`src/shared/ifl_defines.svh`:
```
// Constants for the interrupt pending flag logic
`ifndef IFL_DEFINES_SVH
`define IFL_DEFINES_SVH

`define IFL_DATA_W 16
`define IFL_NUM_FLAGS 6
`define IFL_IDX_W 3
`define IFL_ADDR_FLAGS 16'h0006
`define IFL_FLAGS_RESET 6'h00
`define IFL_RESERVED_READ 10'h000
`define IFL_BIT_HOLD 0
`define IFL_BIT_EXT 1
`define IFL_BIT_TIMER 2
`define IFL_BIT_SYNC_RX 3
`define IFL_BIT_SYNC_TX 4
`define IFL_BIT_ASYNC 5
`define IFL_PIN_HOLD 0
`define IFL_PIN_B 1
`define IFL_PIN_C 2
`define IFL_NUM_PINS 3
`define IFL_PIN_IDLE 1'b1

`endif

```
`src/shared/ifl_pkg.sv`:
```
// Types shared by the interrupt pending flag logic
package ifl_pkg;

    typedef struct packed {
        logic async_serial_txrx_irq;
        logic sync_serial_tx_irq;
        logic sync_serial_rx_irq;
        logic timer_irq;
    } ifl_periph_req_type;

    typedef struct packed {
        logic hold_mode;
        logic mask_b;
        logic mask_c;
    } ifl_ctl_type;

    typedef struct packed {
        logic [2:0] prev;
        logic [2:0] fall;
        logic [2:0] rise;
    } ifl_edge_state_type;

    typedef struct packed {
        logic [5:0] flags;
        logic second_pin_flag;
        logic third_pin_flag;
        logic [15:0] rdata;
        logic req;
        logic [2:0] req_idx;
    } ifl_state_type;

endpackage : ifl_pkg

```
`src/logic/ifl_edge_detect.sv`:
```
// Edge detector for the active-low external interrupt pins
`timescale 1ns/1ps
`include "ifl_defines.svh"
module ifl_edge_detect
    import ifl_pkg::*;
(
    input wire logic core_clk_i,
    input wire logic rst_i,
    input wire logic [2:0] pin_i,
    output logic [2:0] fall_o,
    output logic [2:0] rise_o
);
    ifl_edge_state_type state_q;
    ifl_edge_state_type state_d;

    // Idle level preset avoids a false edge when a pin sits high at reset
    always_comb begin
        state_d = state_q;
        state_d.prev = pin_i;
        state_d.fall = state_q.prev & ~pin_i;
        state_d.rise = ~state_q.prev & pin_i;
    end

    always_ff @(posedge core_clk_i) begin
        if (rst_i) begin
            state_q.prev <= {`IFL_NUM_PINS{`IFL_PIN_IDLE}};
            state_q.fall <= '0;
            state_q.rise <= '0;
        end else begin
            state_q <= state_d;
        end
    end

    assign fall_o = state_q.fall;
    assign rise_o = state_q.rise;
endmodule : ifl_edge_detect

```
`src/logic/ifl_flag_reg.sv`:
```
// Interrupt pending flag register with shared external flag and request gating
// What this block does
// A request reaching the CPU sets its bit in the flag word at 0006h.
// Writing 1 clears a flag bit; writing 0 leaves it unchanged.
// Writing back the value just read clears all flags then pending.
// A hardware acknowledge clears the matching flag bit.
// Reset clears every flag bit.
// Entry by the vector call instruction leaves the flag set.
// Bits 15 to 6 read as zero; writes to them do nothing.
// Bit 5 is the async serial transmit/receive pending flag.
// Bit 4 is sync serial transmit, bit 3 sync serial receive.
// Bit 2 is the timer pending flag.
// Request b sets shared bit 1 and the second pin flag together.
// Request c sets shared bit 1 and the third pin flag together.
// Pin flags survive acknowledge; only a software clear or reset removes them.
// Mode 1: only a falling edge on the hold pin sets bit 0.
// Mode 0: both edges on the hold pin set bit 0.
// Reading the flag word returns every current pending flag.
// Serial service routines should clear flags just before returning.
// Requests b and c count only when their own mask bit allows.
// A flag is set whether or not it is later acknowledged.
// Pending leads to a request only if unmasked and not globally disabled.
// A set in the same cycle as a clear wins.
`timescale 1ns/1ps
`include "ifl_defines.svh"
module ifl_flag_reg
    import ifl_pkg::*;
#(
    parameter int DATA_W = `IFL_DATA_W,
    parameter int NUM_FLAGS = `IFL_NUM_FLAGS
)
(
    input wire logic core_clk_i,
    input wire logic rst_i,
    input wire logic [15:0] dm_addr_i,
    input wire logic dm_wr_i,
    input wire logic dm_rd_i,
    input wire logic [DATA_W-1:0] dm_wdata_i,
    output logic [DATA_W-1:0] dm_rdata_o,
    input wire ifl_periph_req_type periph_req_i,
    input wire logic hold_or_first_external_irq_n_i,
    input wire logic external_request_b_n_i,
    input wire logic external_request_c_n_i,
    input wire ifl_ctl_type ctl_i,
    input wire logic [1:0] pin_flag_clr_i,
    input wire logic [NUM_FLAGS-1:0] irq_mask_register_i,
    input wire logic global_irq_disable_i,
    input wire logic ack_i,
    input wire logic [2:0] ack_sel_i,
    input wire logic ack_from_vector_call_i,
    output logic [NUM_FLAGS-1:0] interrupt_flag_register_o,
    output logic second_pin_flag_o,
    output logic third_pin_flag_o,
    output logic cpu_irq_req_o,
    output logic [2:0] cpu_irq_idx_o
);
    ifl_state_type state_q;
    ifl_state_type state_d;
    logic [2:0] pin_fall;
    logic [2:0] pin_rise;
    logic [NUM_FLAGS-1:0] set_v;
    logic [NUM_FLAGS-1:0] sw_clr_v;
    logic [NUM_FLAGS-1:0] ack_clr_v;
    logic [NUM_FLAGS-1:0] enabled_v;
    logic hit;
    logic ext_b_ok;
    logic ext_c_ok;

    // Edges show one cycle after the pin moves; pins are synchronous inputs
    ifl_edge_detect u_edge (
        .core_clk_i(core_clk_i),
        .rst_i(rst_i),
        .pin_i({external_request_c_n_i, external_request_b_n_i,
                hold_or_first_external_irq_n_i}),
        .fall_o(pin_fall),
        .rise_o(pin_rise)
    );

    assign hit = dm_addr_i == `IFL_ADDR_FLAGS;
    assign ext_b_ok = pin_fall[`IFL_PIN_B] & ctl_i.mask_b;
    assign ext_c_ok = pin_fall[`IFL_PIN_C] & ctl_i.mask_c;

    always_comb begin
        // Sets ignore irq_mask_register_i (only mask_b and mask_c gate pins b and c): pending is recorded even if never acknowledged
        set_v = '0;
        set_v[`IFL_BIT_ASYNC] = periph_req_i.async_serial_txrx_irq;
        set_v[`IFL_BIT_SYNC_TX] = periph_req_i.sync_serial_tx_irq;
        set_v[`IFL_BIT_SYNC_RX] = periph_req_i.sync_serial_rx_irq;
        set_v[`IFL_BIT_TIMER] = periph_req_i.timer_irq;
        set_v[`IFL_BIT_EXT] = ext_b_ok | ext_c_ok;
        set_v[`IFL_BIT_HOLD] = pin_fall[`IFL_PIN_HOLD] |
            (pin_rise[`IFL_PIN_HOLD] & ~ctl_i.hold_mode);
    end

    // Only the implemented low bits are looked at; upper write bits fall away R7
    assign sw_clr_v = (dm_wr_i && hit) ? dm_wdata_i[NUM_FLAGS-1:0] : '0;

    // Vector call entry must not drop the flag: software owns that clear
    genvar g;
    generate
        for (g = 0; g < NUM_FLAGS; g++) begin : g_ack
            assign ack_clr_v[g] = ack_i && !ack_from_vector_call_i &&
                (ack_sel_i == 3'(g));
        end
    endgenerate

    assign enabled_v = state_q.flags & irq_mask_register_i &
        {NUM_FLAGS{~global_irq_disable_i}};

    always_comb begin
        state_d = state_q;
        // Set overrides both clears so a request landing on a clear is kept
        state_d.flags = (state_q.flags & ~(sw_clr_v | ack_clr_v)) | set_v;
        // Pin flags ignore acknowledge; a clear strobe or reset is the only way out
        state_d.second_pin_flag = (state_q.second_pin_flag & ~pin_flag_clr_i[0]) |
            ext_b_ok;
        state_d.third_pin_flag = (state_q.third_pin_flag & ~pin_flag_clr_i[1]) |
            ext_c_ok;
        state_d.rdata = '0;
        if (dm_rd_i && hit) begin
            state_d.rdata = {`IFL_RESERVED_READ, state_q.flags};
        end
        // Lowest bit number has the highest priority
        state_d.req = |enabled_v;
        state_d.req_idx = '0;
        for (int i = NUM_FLAGS - 1; i >= 0; i--) begin
            if (enabled_v[i]) begin
                state_d.req_idx = 3'(i);
            end
        end
    end

    always_ff @(posedge core_clk_i) begin
        if (rst_i) begin
            state_q <= '0;
        end else begin
            state_q <= state_d;
        end
    end

    assign dm_rdata_o = state_q.rdata;
    assign interrupt_flag_register_o = state_q.flags;
    assign second_pin_flag_o = state_q.second_pin_flag;
    assign third_pin_flag_o = state_q.third_pin_flag;
    assign cpu_irq_req_o = state_q.req;
    assign cpu_irq_idx_o = state_q.req_idx;
endmodule : ifl_flag_reg

```
`config.mk`:
```
export PLATFORM = sky130hd
export DESIGN_NAME = ifl_flag_reg
export DESIGN_NICKNAME = d
export VERILOG_FILES = /design/src/shared/ifl_pkg.sv /design/src/logic/ifl_edge_detect.sv /design/src/logic/ifl_flag_reg.sv
export VERILOG_INCLUDE_DIRS = /design/src /design/src/shared
export SDC_FILE = /design/constraint.sdc
export NUM_CORES = 1
export LEC_CHECK = 0
export ABC_AREA = 1
export BUFFER_PORTS_ARGS = -buffer_cell sky130_fd_sc_hd__buf_2
export CAP_MARGIN = 10
export CORE_MARGIN = 2
export CORE_UTILIZATION = 43
export DETAILED_ROUTE_END_ITERATION = 12
export PLACE_DENSITY = 0.84
export SYNTH_ARGS = -nofsm -noshare
export SYNTH_HDL_FRONTEND = slang
export SYNTH_HIERARCHICAL = 1
export SYNTH_SLANG_ARGS = --single-unit
```
`constraint.sdc`:
```
create_clock -name core_clk_i -period 2 [get_ports core_clk_i]
set_clock_uncertainty 0.05 [all_clocks]
set_input_delay 0.1 -clock core_clk_i [delete_from_list [all_inputs] [get_ports core_clk_i]]
set_output_delay 0.1 -clock core_clk_i [all_outputs]
set_load 0.005 [all_outputs]
```
==> impl_metrics.json <==
{
  "finalSetupViolations": 0,
  "die-area_um2": 3130,
  "grt_use_met1_pct": 18.4,
  "start_kind": "input port",
  "n_antenna_cell": 0,
  "place_area_um2": 1450,
  "start_util_pct": 46.1,
  "yosysWarnings": 6,
  "dp_slack_ns": 0.961,
  "grt_overflow": 0,
  "antenna_left": 0,
  "cts_htree_levels": 1,
  "status": "finished clean",
  "finalNetCount": 296,
  "rrSetupSlack_ns": 0.83,
  "antenna_found_initial": 0,
  "fillers": 254,
  "path_clk_slew_ns": 0.12,
  "port-buffer-count": 67,
  "drc": 0,
  "drv_cap": 0,
  "grt_pass1_vias": 1111,
  "cts.sinks": 25,
  "hold_depth": 3,
  "end_kind": "register",
  "viasPerCell": 4.28,
  "insertion_delay_ns": 0.30,
  "layout_commonest_cell": "buf_2",
  "synth_cells": 160,
  "ctsResizeCount": 0,
  "ir_drop_uv": 518,
  "die_y_um": 56.0,
  "io_pins": 88,
  "cts_max_path_buffers": 2,
  "final-hold-violation-count": 0,
  "layout-drive-gt1-share_pct": 34.0,
  "seqCellArea_um2": 500,
  "drtPass1Iterations": 4,
  "vias": 1135,
  "drt_iter0_drc": 32,
  "fmax_ghz": 0.786,
  "hp-class": "in2reg",
  "wire_per_inst_um": 9.51,
  "synth_area_um2": 1160,
  "reg2reg_to": "second_pin_flag_o",
  "post-dp-hpwl_mm": 1.99,
  "multi_input_area_um2": 474,
  "slew_violations": 0,
  "worstHoldStart": "ctl_i[0]",
  "period_needed_ns": 1.27,
  "syn2layout_area_growth_pct": 35.8,
  "crit_fanout": 1,
  "leakage_nw": 0.878,
  "post-route-worst-setup-slack_ns": 0.727,
  "cts_tree": "done",
  "cp.required_ns": 2.21,
  "grt_busiest_layer": "met2",
  "grt_usage_pct": 16.9,
  "synth.avg_cell_area_um2": 7.26,
  "critical_path_class": "in2reg",
  "rows": 18,
  "grt_pass1_wl_mm": 4.27,
  "setup_tns_ns": 0,
  "worstRegToRegCells": 3,
  "min_to": "third_pin_flag_o",
  "gr-usage-met2_pct": 32.3,
  "power_density_nw_per_um2": 571,
  "gp_congestion": 0.796,
  "crit_arrival_ns": 1.48,
  "numCtsBuffers": 3,
  "root_buffer": "clkbuf_4",
  "layout_common_cells": "67 x buf_2, 31 x nand2_1, 27 x inv_1, 25 x dfxtp_1, 22 x nor2_1",
  "design_area_um2": 1580,
  "grt_setup_unrepaired": "no",
  "wirelength_mm": 2.52,
  "total_power_uw": 901,
  "fp.coreArea_um2": 2520,
  "die_w_um": 56.0,
  "cp-startpoint": "pin_flag_clr_i[0]",
  "met3_usage_pct": 5.35,
  "r2r-start": "u_edge/fall_o[1]",
  "grt_max_degree": 15,
  "min_period_over_period_pct": 63.7
}
critical path: stages:
cell,delay (ns)
dlygate4sd3_1,0.53
buf_2,0.11
inv_1,0.04
nand2_1,0.04
a21oi_1,0.11
dlygate4sd3_1,0.55
power breakdown:
| part | switching (mW) | leakage, nW | internal [mW] | total [mW] |
|---|---|---|---|---|
| clock network | 0.140 | 0.0150 | 0.0778 | 0.217 |
| registers | 0.0114 | 0.205 | 0.520 | 0.531 |
| logic | 0.0744 | 0.657 | 0.0782 | 0.153 |
state kept, by name, summed over array words and instances (netlist names):
signal,flops
cpu_irq_idx_o,3
cpu_irq_req_o,1
dm_rdata_o,6
interrupt_flag_register_o,6
second_pin_flag_o,1
third_pin_flag_o,1
u_edge/fall_o,3
u_edge/rise_o,1
u_edge/state_q,3
repair_timing:
item	in CTS	in global routing
hold buffers	10	0
hold endpoints to repair	13	0
setup buffers	0	0
endpoints found under the setup margin	0	0
stage by stage:
stage,instances,hold WS (ns),utilization [%]
after floorplan,169,0.122,-
after global placement,251,0.236,57.6
after detailed placement,251,0.246,57.6
after CTS,265,0.000984,62.6
after global routing,265,0.00473,62.6
final,265,0.0163,62.6
layout make-up:
type / instances / area share (%)
Tap cell: 30 / 2.38
Sequential cell: 25 / 31.7
Timing Repair Buffer: 77 / 27.6
Inverter: 28 / 6.66
Multi-Input combinational cell: 101 / 30.0
Clock buffer: 4 / 1.66
metal layers:
layer | wire [µm] | part of all wire (%)
met5 | 0 | 0
met3 | 184 | 7.3
met4 | 15 | 0.60
met1 | 1070 | 42
met2 | 1250 | 50
how the worst max path moves through the flow:
stage	to	slack (ns)
6_report	second_pin_flag_o	0.73
5_1_grt	second_pin_flag_o	0.68
4_1_cts	second_pin_flag_o	0.73
3_5_place_dp	interrupt_flag_register_o[1]	0.96
3_3_place_gp	interrupt_flag_register_o[1]	0.97
2_1_floorplan	cpu_irq_req_o	1.13
(Power assumes the default switching activity.)
